### config.mk
export PLATFORM = sky130hd
export DESIGN_NAME = ebr_ctrl
export DESIGN_NICKNAME = d
export VERILOG_FILES = /design/src/rtl/ebr_pkg.sv /design/src/rtl/ebr_ctrl.sv
export SDC_FILE = /design/constraint.sdc
export NUM_CORES = 1
export LEC_CHECK = 0
export ABC_AREA = 1
export BUFFER_PORTS_ARGS = -buffer_cell sky130_fd_sc_hd__buf_2
export CAP_MARGIN = 0
export CORE_MARGIN = 2
export CORE_UTILIZATION = 30
export DETAILED_ROUTE_END_ITERATION = 16
export PLACE_DENSITY = 0.57
export SLEW_MARGIN = 20
export SYNTH_ARGS = -nofsm -noshare
export SYNTH_HDL_FRONTEND = slang
export SYNTH_SLANG_ARGS = --single-unit
export TNS_END_PERCENT = 20
### constraint.sdc
create_clock -name clock_i -period 1.61 [get_ports clock_i]
set_clock_uncertainty 0.15 [all_clocks]
set_input_delay 0.0805 -clock clock_i [delete_from_list [all_inputs] [get_ports clock_i]]
set_output_delay 0.0805 -clock clock_i [all_outputs]
set_load 0.02 [all_outputs]
### src/rtl/ebr_pkg.sv
// constants, types and states of the external bus ready and arbitration block
// What this block does
// - ready input may stretch the access phase; otherwise it lasts its programmed length
// - a configuration bit selects active-high or active-low ready
// - synchronous ready is timed to the reference clock and gives the shortest cycle
// - asynchronous ready passes one more synchroniser stage, so it is seen one clock later than synchronous ready
// - ready sampled inactive inserts one wait state and samples again
// - ready sampled active ends the running bus cycle
// - sample points differ by mode; ready ignored during programmed access wait states
// - hold requests are honoured only when arbitration is enabled
// - a running cycle completes before hold acknowledge and bus release
// - on release strobes are driven inactive, then floated high, address latch low
// - on regain strobes are driven inactive before any cycle, address latch low
// - bus request output stays inactive until bus release has been acknowledged
// - regain starts only when hold request goes away, whatever the bus request did
// - hold may be withdrawn without a bus request and the bus is regained normally
package ebr_pkg;
  localparam int ACC_LEN_W = 6;
  localparam logic [5:0] ACC_LEN_MIN = 6'h01;
  localparam logic [5:0] ACC_LEN_MAX = 6'h20;
  localparam int RDY_SYNC_DEPTH = 3;
  localparam int HOLD_SYNC_DEPTH = 2;

  typedef struct packed {
    logic ready_active_high;
    logic ready_async;
    logic arb_enable;
    logic [ACC_LEN_W-1:0] access_phase_length;
  } ebr_cfg_t;

  typedef struct packed {
    logic cmd_n;
    logic ctrl_oe_n;
    logic ale;
  } ebr_ctrl_pins_t;

  typedef enum logic [2:0] {
    ST_IDLE = 3'h0,
    ST_ACCESS = 3'h1,
    ST_WAIT = 3'h3,
    ST_REL = 3'h2,
    ST_HELD = 3'h6,
    ST_REGAIN = 3'h4
  } ebr_state_t;
endpackage

### src/rtl/ebr_ctrl.sv
// wait-state and bus-ownership control of the external bus
`timescale 1ns/1ps
module ebr_ctrl #(
  parameter int ACCESS_MAX = 32
) (
  input wire logic clock_i,
  input wire logic rst_b_i,
  input wire ebr_pkg::ebr_cfg_t cfg_i,
  input wire logic cycle_req_i,
  input wire logic bus_need_i,
  input wire logic ready_pin_i,
  input wire logic hold_n_i,
  output logic cycle_done_o,
  output logic bus_owned_o,
  output ebr_pkg::ebr_ctrl_pins_t ctrl_o,
  output logic bus_release_ack_n_o,
  output logic bus_regain_request_n_o,
  output logic bus_reference_clock_out_o
);

  if (ACCESS_MAX < 1 || ACCESS_MAX > int'(ebr_pkg::ACC_LEN_MAX)) begin : g_bad_access_max
    $error("ACCESS_MAX out of range");
  end

  // zero length is served as the shortest phase
  function automatic logic [ebr_pkg::ACC_LEN_W-1:0] eff_len(input logic [ebr_pkg::ACC_LEN_W-1:0] len);
    begin
      if (len < ebr_pkg::ACC_LEN_MIN) begin
        eff_len = ebr_pkg::ACC_LEN_MIN;
      end else if (len > ebr_pkg::ACC_LEN_W'(ACCESS_MAX)) begin
        eff_len = ebr_pkg::ACC_LEN_W'(ACCESS_MAX);
      end else begin
        eff_len = len;
      end
    end
  endfunction

  // one bus clock unit is one system clock, forwarded as reference clock
  assign bus_reference_clock_out_o = clock_i;

  // pin synchronisers
  logic [ebr_pkg::RDY_SYNC_DEPTH-1:0] rdy_sync;
  logic [ebr_pkg::RDY_SYNC_DEPTH-1:0] next_rdy_sync;
  logic [ebr_pkg::HOLD_SYNC_DEPTH-1:0] hold_sync;
  logic [ebr_pkg::HOLD_SYNC_DEPTH-1:0] next_hold_sync;

  always_comb begin
    next_rdy_sync = {rdy_sync[ebr_pkg::RDY_SYNC_DEPTH-2:0], ready_pin_i};
    next_hold_sync = {hold_sync[ebr_pkg::HOLD_SYNC_DEPTH-2:0], hold_n_i};
  end

  always_ff @(posedge clock_i or negedge rst_b_i) begin
    if (!rst_b_i) begin
      rdy_sync <= '0;
      hold_sync <= '1;
    end else begin
      rdy_sync <= next_rdy_sync;
      hold_sync <= next_hold_sync;
    end
  end

  logic rdy_seen;
  logic rdy_act;
  logic hold_req;
  // async mode takes the extra stage
  assign rdy_seen = cfg_i.ready_async ? rdy_sync[ebr_pkg::RDY_SYNC_DEPTH-1]
                                      : rdy_sync[ebr_pkg::RDY_SYNC_DEPTH-2];
  assign rdy_act = (rdy_seen == cfg_i.ready_active_high);
  assign hold_req = cfg_i.arb_enable && !hold_sync[ebr_pkg::HOLD_SYNC_DEPTH-1];

  // bus cycle and arbitration state
  ebr_pkg::ebr_state_t state;
  ebr_pkg::ebr_state_t next_state;
  logic [ebr_pkg::ACC_LEN_W-1:0] cnt;
  logic [ebr_pkg::ACC_LEN_W-1:0] next_cnt;
  logic ale;
  logic next_ale;
  logic ack_n;
  logic next_ack_n;
  logic req_n;
  logic next_req_n;
  logic start;
  logic sample;

  assign start = (state == ebr_pkg::ST_IDLE) && cycle_req_i && !hold_req;
  // ready is looked at only from the last clock of the programmed access phase on
  assign sample = ((state == ebr_pkg::ST_ACCESS) && (cnt == ebr_pkg::ACC_LEN_MIN))
                  || (state == ebr_pkg::ST_WAIT);

  always_comb begin
    next_state = state;
    next_cnt = cnt;
    unique case (state)
      ebr_pkg::ST_IDLE: begin
        // a new cycle only starts from idle, so a hold waits for the running one
        if (hold_req) begin
          next_state = ebr_pkg::ST_REL;
        end else if (cycle_req_i) begin
          next_state = ebr_pkg::ST_ACCESS;
          next_cnt = eff_len(cfg_i.access_phase_length);
        end
      end
      ebr_pkg::ST_ACCESS: begin
        if (!sample) begin
          next_cnt = cnt - ebr_pkg::ACC_LEN_MIN;
        end else if (rdy_act) begin
          next_state = ebr_pkg::ST_IDLE;
        end else begin
          next_state = ebr_pkg::ST_WAIT;
        end
      end
      ebr_pkg::ST_WAIT: begin
        // no timeout: waits as long as ready stays inactive
        if (rdy_act) begin
          next_state = ebr_pkg::ST_IDLE;
        end
      end
      ebr_pkg::ST_REL: begin
        next_state = ebr_pkg::ST_HELD;
      end
      ebr_pkg::ST_HELD: begin
        // leaves only on hold withdrawal, with or without own request
        if (!hold_req) begin
          next_state = ebr_pkg::ST_REGAIN;
        end
      end
      ebr_pkg::ST_REGAIN: begin
        next_state = ebr_pkg::ST_IDLE;
      end
      default: begin
        next_state = ebr_pkg::ST_IDLE;
      end
    endcase
    next_ale = start;
    next_ack_n = (next_state != ebr_pkg::ST_HELD);
    // request only once release is already acknowledged
    next_req_n = !((state == ebr_pkg::ST_HELD) && !ack_n && hold_req && bus_need_i);
  end

  always_ff @(posedge clock_i or negedge rst_b_i) begin
    if (!rst_b_i) begin
      state <= ebr_pkg::ST_IDLE;
      cnt <= '0;
      ale <= 1'b0;
      ack_n <= 1'b1;
      req_n <= 1'b1;
    end else begin
      state <= next_state;
      cnt <= next_cnt;
      ale <= next_ale;
      ack_n <= next_ack_n;
      req_n <= next_req_n;
    end
  end

  assign cycle_done_o = sample && rdy_act;
  assign bus_owned_o = (state != ebr_pkg::ST_HELD);
  assign bus_release_ack_n_o = ack_n;
  assign bus_regain_request_n_o = req_n;
  // strobes inactive but driven in release and regain, floated while held
  assign ctrl_o = '{
    cmd_n: !((state == ebr_pkg::ST_ACCESS) || (state == ebr_pkg::ST_WAIT)),
    ctrl_oe_n: (state == ebr_pkg::ST_HELD),
    ale: ale
  };

  // checks
  logic [7:0] strobe_len;
  logic [7:0] next_strobe_len;
  always_comb begin
    next_strobe_len = ctrl_o.cmd_n ? 8'h00 : strobe_len + 8'h01;
  end
  always_ff @(posedge clock_i or negedge rst_b_i) begin
    if (!rst_b_i) begin
      strobe_len <= 8'h00;
    end else begin
      strobe_len <= next_strobe_len;
    end
  end
endmodule

==> metrics, run 1 <==
status=finished with violations; failing checks=setup timing; Reg clk slew, reported paths=0.12 ns; highest routed layer=met4; Buf/Inv on CP=4; YS warnings=0; Slew Limit Headroom=58.74%; I/O Buffers=22; routability cong.=0.8984; Synth Area per Inst=7.588 um^2; GRT Overall Usage=14.76%; metal3 WL=106 um; area grow syn2layout=55.32%; total grt overflow=0; post-synth top area share=34.57%; io pins=23; DP Area=0.001099 mm^2; initial antenna violation count=0; arrival time worst endpoint=1.53 ns; vias=~1000; global-route wire length before repair=approximately 3900 um; Horiz. Die Dim=60.01 um; total wire length=around 2500 um; LEAKAGE=0.0007689 uW; met1 WL=980 um; unrepaired setup endpoints after global routing=yes; Crit path top cell by count=inv_2; Max Fclk=567.1 MHz; wire per inst=about 11 um; drt drc=0; Hold Vio Cnt, Final=0; HPWL after DPL=1443 um; Worst Max-Slew Pin Slew=0.6168 ns; crit share post-route=109.5%; Vias/cell=4.451; Synth area leader=dfrtp_1; most frequent cells in the layout=nand2_1 (34), buf_2 (20), dlygate4sd3_1 (16), inv_1 (15), nor2_1 (12); Hold WC Path Type=in -> async; final setup fails=3; Max-Cap Viols=0; pin count of the biggest net entering global routing=14; Slew Limit Fails=0; Critical Path End Type=primary output; Req. time, crit path=1.38 ns; Final nets=a little under 200; WS Path Type=reg -> out; worst vdd ir=~0.00089 V; WL met2=1252 um; instance count of the mapped netlist=approximately 120; Pre-antenna DRT Iters=4; cell breakdown of the critical path=inv_2 -> ha_4 -> inv_2 -> nor2_1 -> nand3_1 -> nand2_2 -> nand2_2 -> inv_2 -> buf_6; power consumption=2481 uW; vias in the first global route=971; ANT cells=0; Synth cell types=20; worst hold slack=between 0.04 and 0.05 ns; CTS tree=built; Post-Synthesis Cell Area=940.9 um^2; final worst slack=-0.1532 ns; max incr delay on CP=0.40 ns; Finished Cell Area=0.001461 mm^2; worst skew pair latency=roughly 0.42 ns; Iteration-0 DRC Markers=40; critical path launch point type=flip-flop; most common cell after layout, fill and taps aside=nand2_1; share of cells above drive strength 1=36.67%; Net Count, Synth=141; Seq/Total Area, Yosys=45.74%; CP max-delay cell=dfrtp_1; Crit path max-delay family=flip-flops; Setup TNS=-0.2612 ns; num rows=20; Starting Density=roughly 31%; Seq cells post-synth=17; min cycle time layout=1.763 ns; die height=60.01 um; Pwr Density=between 1500 and 2000 mW/mm^2; Die ar.=0.003601 mm^2; DRT antenna net count=0; synth top area cells=dfrtp_1 (35%), nand2_1 (14%), dfstp_2 (11%); CP Max Fanout=2; Placeable Area=about 0.003 mm^2
final cells by class:
type	instances	area [um^2]
clock inverters	1	7.507
well taps	44	55.05
inverters	21	78.83
multi-input cells	84	454.2
fillers	274	1567
flip-flops and latches	17	432.9
clock buffers	7	50.05
repair buffers	50	382.9
Yosys cell counts:
library cell	n
nand2_2	3
buf_4	2
ha_1	2
a21oi_1	5
nand4_1	2
o21bai_1	1
nand3_2	1
inv_1	18
dfrtp_1	13
nand2_1	36
dfstp_2	4
nand3_1	8
nor2_8	1
nor3_1	2
inv_2	3
nor2_1	13
xor2_1	1
o21ai_2	1
o21ai_0	7
nand2_4	1
cells by family (layout without fill, tap and decap cells):
family | count (synthesis) | after routing | share of synthesized area (%)
and+or+nand+nor | 67 | 67 | 32.58
xor gates and xnor gates | 1 | 1 | 0.9310
DFF | 17 | 17 | 45.74
buffers and inverters | 23 | 79 | 9.972
adders and majority gates | 2 | 2 | 2.659
AOI/OAI and AO/OA | 14 | 14 | 8.111
worst reg2reg max path, cell delays in order, from the launching register on:
cell and delay (ns):
dfrtp_1 0.40, inv_2 0.08, ha_4 0.13, inv_2 0.03, nor2_1 0.08, nand3_1 0.10, nand2_2 0.09, nand2_2 0.07
buf_4 0.13, buf_6 0.10, buf_6 0.10, buf_6 0.10, nand2_1 0.04, nand2_1 0.04
routing by layer:
layer / vias up / global-route usage [%]
met5: - / 0
met4: 0 / 11.75
met3: 13 / 1.948
met2: 39 / 24.07
met1: 452 / 17.18
li1: 493 / -
path summary, 6_finish.rpt:
path,startpoint,to,slack (ns),cells after the start
min,rst_b_i,hold_sync[0],0.04,2
max in group asynchronous,rst_b_i,state[1],0.19,3
min in group clock_i,ready_pin_i,rdy_sync[0],0.14,2
max,cnt[1],cycle_done_o,-0.15,9
min reg2reg,hold_sync[0],hold_sync[1],0.21,0
max reg2reg,cnt[1],state[0],-0.11,13
through the flow:
step                setup WS, ns  util [%]  instances
CTS                      -0.1744     46.78        221
floorplan                 0.2214         -        124
finish                   -0.1532     48.26        224
detailed placement        0.1744     36.28        189
global route             -0.2739     48.26        224
global placement          0.2099     36.28        189
flip-flops by register name, indices dropped and copies added, names as in the netlist:
| name | flops |
|---|---|
| hold_sync | 2 |
| bus_regain_request_n_o | 1 |
| ale | 1 |
| cnt | 6 |
| rdy_sync | 3 |
| state | 3 |
| bus_release_ack_n_o | 1 |
where the power goes:
group          internal (uW)  switching, uW
registers                564            159
logic                    590            752
clock network            194            221
total                   1350           1130
repair_timing:
| action | in CTS | in global routing |
|---|---|---|
| endpoints found under the setup margin | 3 | 5 |
| setup buffers | 9 | 3 |
| hold buffers | 16 | 0 |
| endpoints found under the hold margin | 30 | 0 |
| pin swaps | 3 | 2 |
| resized for setup | 12 | 7 |
(Power assumes the default switching activity.)
==> inputs of run 2 (changes only) <==
- MAX_ROUTING_LAYER: not set -> met4
- RECOVER_POWER: not set -> 50
==> metrics, run 2 (same netlist as run 1, synthesis figures left out) <==
DP Area=0.001099 mm^2 (unchanged); Reg2Reg Setup Slack=-0.06 ns (+0.05 ns); area grow syn2layout=52.93%; Worst Max-Slew Pin Slew=0.6474 ns (+0.03055 ns); CTS tree=built; arrival time worst endpoint=1.55 ns (+0.02 ns); io pins=23 (unchanged); Max Fclk=562.5 MHz (-0.83%); Final nets=198 (unchanged); met1 WL=1007 um (+2.8%); Starting Density=31.07% (unchanged); Horiz. Die Dim=60.01 um (unchanged); FF-to-FF Start=cnt[1]; Flop pwr share=29.1% (about the same); I/O Buffers=22 (unchanged); critical path launch point type=flip-flop; total wire length=2456 um (-0.12%); Iteration-0 DRC Markers=16 (-60%); Finished Cell Area=0.001439 mm^2 (-1.5%); Slew Limit Fails=0 (unchanged); unrepaired setup endpoints after global routing=yes; Hold WC Path Type=in -> async; min cycle time layout=1.778 ns (+0.01469 ns); WS Path Type=reg -> out; Setup TNS=-0.4356 ns (-0.1744 ns); pin count of the biggest net entering global routing=14 (unchanged); metal3 WL=101 um (-4.7%); routability cong.=0.9035 (+0.57%); most common cell after layout, fill and taps aside=nand2_1; max reg flops=6 (unchanged); vias in the first global route=979 (+0.82%); Sw Ratio=45.98% (+0.35 points); Reg clk slew, reported paths=0.10 ns (-0.02 ns); Placeable Area=0.003028 mm^2 (unchanged); Logic pwr share=55.2% (+1.1 points); Top Registers=cnt (6), rdy_sync (3), state (3); largest reg by FF count=cnt; Slew Limit Headroom=56.70% (-2.0 points); LEAKAGE=0.0007523 uW (-2.2%); Max-Cap Viols=0 (unchanged); final worst slack=-0.1679 ns (-0.01469 ns); Req. time, crit path=1.38 ns (about the same); HPWL after DPL=1493 um (+3.5%); drt drc=0 (unchanged); Pwr Density=1694 mW/mm^2 (-0.18%); Vias/cell=4.415 (-0.80%); GRT Overall Usage=15.33% (+0.57 points); Pre-antenna DRT Iters=4 (unchanged); total grt overflow=0 (unchanged); share of cells above drive strength 1=32.22% (-4.4 points); highest routed layer=met4; failing checks=setup timing; most frequent cells in the layout=nand2_1 (33), dlygate4sd3_1 (16), inv_1 (15), buf_2 (14), dfrtp_1 (13); WL met2=1296 um (+3.5%); RR Endpoint=state[0]; worst vdd ir=0.0007746 V (-13%); final setup fails=4 (+1); Place WS=0.1716 ns (-0.002792 ns); P_sw=1121 uW (-0.97%); worst skew pair latency=0.40 ns (-0.02 ns); Clk network pwr share=15.6% (-1.1 points); vias=989 (-0.80%); global-route wire length before repair=3912 um (-0.18%); P_int=1317 uW (-2.3%); initial antenna violation count=0 (unchanged); CP Max Fanout=2 (unchanged); status=finished with violations; dpl cells=189 (unchanged); Final Instance Count excl. Fillers=224 (unchanged); wire per inst=10.96 um (-0.12%); DRT antenna net count=0 (unchanged); num rows=20 (unchanged); die height=60.01 um (unchanged); crit share post-route=110.4% (+0.91 points); worst reg-to-reg path cell count=12 (-1); Critical Path End Type=primary output; ANT cells=0 (unchanged); Hold Vio Cnt, Final=0 (unchanged); Die ar.=0.003601 mm^2 (unchanged)
## run 2: cell types whose count changed in the layout (fill, tap and decap cells not counted)
| cell | previous run | this run |
|---|---|---|
| clkinvlp_4 | 1 | 0 |
| dfrtp_2 | 2 | 0 |
| dfrtp_1 | 11 | 13 |
| o21ai_0 | 7 | 6 |
| nand2_1 | 34 | 33 |
| o21ai_1 | 0 | 1 |
| clkbuf_1 | 0 | 7 |
| buf_2 | 20 | 14 |
| buf_6 | 4 | 3 |
| clkinv_2 | 0 | 1 |
| nand2_2 | 4 | 6 |
| nand2_4 | 2 | 1 |
## run 2: worst max path at each step
stage          slack, ns            to  cells after the start    startpoint
6_report           -0.17  cycle_done_o                      9        cnt[1]
5_1_grt            -0.25  cycle_done_o                      9        cnt[1]
4_1_cts            -0.16  cycle_done_o                      9        cnt[1]
3_5_place_dp        0.17  cycle_done_o                      8      state[2]
3_3_place_gp        0.20        cnt[3]                      7  hold_sync[1]
2_1_floorplan       0.22   bus_owned_o                      3      state[1]
## run 2: layer usage
| metal | GRT usage [%] | vias to the layer above |
|---|---|---|
| met1 | 16.40 | 459 |
| met3 | 4.329 | 6 |
| met4 | 9.524 | 0 |
| met2 | 24.84 | 27 |
| li1 | - | 497 |
| met5 | - | - |
## run 2: what timing repair did
item,4_1_cts,5_1_grt
setup buffers,9,3
endpoints found under the setup margin,3,5
endpoints found under the hold margin,30,0
resized for setup,9,10
gates cloned,0,0
hold buffers,16,0
pin swaps,4,4
## run 2: through the flow
step                      util [%]  power (uW)  hold WS (ns)
after floorplan                  -        1562       -0.3651
after global placement       36.28        1790       -0.1258
after detailed placement     36.28        1805       -0.1208
after CTS                    46.41        2353       0.04573
after global routing         47.52        2650        0.1485
final                        47.52        2438        0.1447
## run 2: final cells by class
cell class                      instances  area, um^2
Clock buffer                            7       48.80
Fill cell                             281        1589
Sequential cell                        17       430.4
Multi-Input combinational cell         84       451.7
Inverter                               21       78.83
Tap cell                               44       55.05
Clock inverter                          1       5.005
Timing Repair Buffer                   50       369.1
## run 2: power by group through the flow
stage | Combinational [uW] | Sequential [uW] | Clock [uW]
final | 1350 | 710 | 381
after global routing | 1500 | 723 | 424
after CTS | 1240 | 700 | 411
after detailed placement | 1030 | 716 | 58.0
after global placement | 1020 | 711 | 58.0
after floorplan | 799 | 691 | 72.6
## run 2: critical path, stage by stage (launching register included)
cell	delay, ns
dfrtp_1	0.40
inv_2	0.08
ha_4	0.13
inv_2	0.04
nor2_2	0.11
nand3_2	0.09
nand2_2	0.09
nand2_2	0.07
inv_2	0.05
buf_6	0.10
==> inputs of run 3 (changes only) <==
- ABC_AREA: 1 -> 0
==> metrics, run 3 <==
status=finished with violations; failing checks=hold timing, setup timing; Top FF cell, synth=dfrtp_1; most frequent cells in the layout=buf_4 (22), buf_2 (15), dfrtp_1 (13), dlygate4sd3_1 (13), clkbuf_1 (7); critical path launch point type=flip-flop; Hold WC Path Type=in -> reg; num rows=19 (-5.0%); YS warnings=0 (unchanged); drt drc=0 (unchanged); ANT cells=0 (unchanged); Max-Cap Viols=0 (unchanged); GRT Overall Usage=15.67% (+0.33 points); final worst slack=-0.2065 ns (-0.03858 ns); worst skew pair latency=0.42 ns (+0.02 ns); Net Count, Synth=105 (-26%); unrepaired setup endpoints after global routing=yes; Post-Synthesis Cell Area=892.1 um^2 (-5.2%); arrival time worst endpoint=1.59 ns (+0.04 ns); crit share post-route=112.8% (+2.4 points); total grt overflow=0 (unchanged); largest reg by FF count=cnt; post-synth top area share=36.47% (+1.9 points); max incr delay on CP=0.41 ns (about the same); DRT antenna net count=0 (unchanged); CP max-delay cell=dfrtp_1; global-route wire length before repair=3719 um (-4.9%); Pre-antenna DRT Iters=4 (unchanged); Slew Limit Headroom=59.17% (+2.5 points); most common cell in the netlist=dfrtp_1; Synth area leader=dfrtp_1; Req. time, crit path=1.38 ns (about the same); wire per inst=14.90 um (+36%); share of cells above drive strength 1=48.00% (+16 points); Max Fclk=550.5 MHz (-2.1%); Die ar.=0.003426 mm^2 (-4.9%); Final nets=168 (-15%); worst vdd ir=0.0008236 V (+6.3%); initial antenna violation count=0 (unchanged); Hold Vio Cnt, Final=1 (+1); cell breakdown of the critical path=inv_2 -> ha_4 -> nor2b_4 -> a21oi_2 -> nor3_2 -> buf_4; Async S/R FF share, synth=100.0% (unchanged); Post-synth top cells=dfrtp_1 (13), inv_1 (7), a21oi_1 (6), nand2_1 (6), nor2_1 (5); WS Path Type=reg -> out; total wire length=2697 um (+9.8%); area grow syn2layout=66.62%; EDFF count, synth=0 (unchanged); Util after Layout=53.44% (+5.9 points); I/O Buffers=22 (unchanged); HPWL after DPL=1478 um (-0.99%); dpl cells=149 (-21%); CP Max Fanout=2 (unchanged); worst hold slack=-0.0001127 ns (-0.1448 ns); Pwr Density=1671 mW/mm^2 (-1.4%); Critical Path End Type=primary output; instance count of the mapped netlist=88 (-29%); Top Registers=cnt (6), rdy_sync (3), state (3); pin count of the biggest net entering global routing=14 (unchanged); max reg flops=6 (unchanged); final setup fails=9 (+5); Slew Limit Fails=0 (unchanged); Final Instance Count excl. Fillers=181 (-19%); io pins=23 (unchanged); Seq/Total Area, Yosys=48.25% (+2.5 points); die height=58.53 um (-2.5%); Vias/cell=5.099 (+15%); Iteration-0 DRC Markers=31 (+15); Worst Max-Slew Pin Slew=0.6105 ns (-0.03689 ns); CTS tree=built; Synth cell types=36 (+80%); Placeable Area=0.002781 mm^2 (-8.1%); routability cong.=0.8320 (-7.9%); Reg clk slew, reported paths=0.10 ns (about the same); Starting Density=32.07% (+1.0 points); vias=923 (-6.7%); LEAKAGE=0.0006713 uW (-11%); min cycle time layout=1.817 ns (+0.03858 ns); Synth Area per Inst=10.14 um^2 (+34%); Seq cells post-synth=17 (unchanged); most common cell after layout, fill and taps aside=buf_4; Horiz. Die Dim=58.53 um (-2.5%); synth top area cells=dfrtp_1 (36%), dfstp_2 (12%), a21oi_1 (3.4%); vias in the first global route=876 (-11%); FILL cells=232 (-17%); DP Area=0.001104 mm^2 (+0.46%); Finished Cell Area=0.001486 mm^2 (+3.3%)
-- run 3: timing repair --
| action | CTS | global route |
|---|---|---|
| pin swaps | 3 | 7 |
| gates cloned | 0 | 0 |
| buffers inserted | 7 | 7 |
| hold buffers | 13 | 0 |
| endpoints found under the setup margin | 9 | 11 |
| endpoints found under the hold margin | 27 | 0 |
| resized for setup | 14 | 15 |
-- run 3: power by group --
group / internal (uW) / leakage (uW) / switching [uW]
Clock: 189 / 0.0000300 / 214
Combinational: 719 / 0.000437 / 710
Sequential: 555 / 0.000205 / 96.0
-- run 3: per-stage QoR --
| step | setup TNS, ns | setup slack [ns] | total power, uW |
|---|---|---|---|
| 2_1_floorplan | -0.2640 | -0.05328 | 1320 |
| 3_3_place_gp | -0.1830 | -0.05386 | 1617 |
| 3_5_place_dp | -0.3091 | -0.07296 | 1625 |
| 4_1_cts | -0.7239 | -0.2735 | 2177 |
| 5_1_grt | -2.325 | -0.2927 | 2616 |
| 6_report | -1.077 | -0.2065 | 2484 |
-- run 3: cells by family after synthesis --
logic type / share of synthesized area [%]
and+or+nand+nor: 19.35
AOI/OAI and AO/OA: 17.39
DFF: 48.25
buffers and inverters: 8.977
muxes: 2.244
adders and majority gates: 2.805
xor gates and xnor gates: 0.9819
-- run 3: per-layer routing --
layer	GRT usage [%]	wire length [um]	up-vias
li1	-	-	438
met3	2.637	87	14
met5	-	0	-
met4	13.62	69	0
met2	24.08	1428	20
met1	17.48	1112	451
-- run 3: layout make-up --
class	instances	area, um^2	share of cell area [%]
clock buffer	8	52.55	3.535
timing repair buffer	58	422.9	28.45
multi-input combinational	59	499.2	33.59
inverter	8	42.54	2.862
tap	31	38.79	2.609
sequential	17	430.4	28.96
-- run 3: path summary, 6_finish.rpt --
path	start	end	slack (ns)	depth (start not counted)
max	cnt[1]	cycle_done_o	-0.21	6
min	cycle_req_i	state[0]	-0.0001	4
min in group asynchronous	rst_b_i	hold_sync[0]	0.15	2
min reg2reg	hold_sync[0]	hold_sync[1]	0.21	0
max in group asynchronous	rst_b_i	state[0]	0.11	3
max reg2reg	state[2]	cnt[3]	-0.16	5
-- run 3: worst max-delay path, delay by kind of cell (launching register included) --
family                   cells  cell delay [ns]
flip-flops                   1             0.41
AND/OR/NAND/NOR              2             0.31
buffers and inverters        2             0.25
adder cells (fa/ha/maj)      1             0.12
AO/OA/AOI/OAI                1             0.07
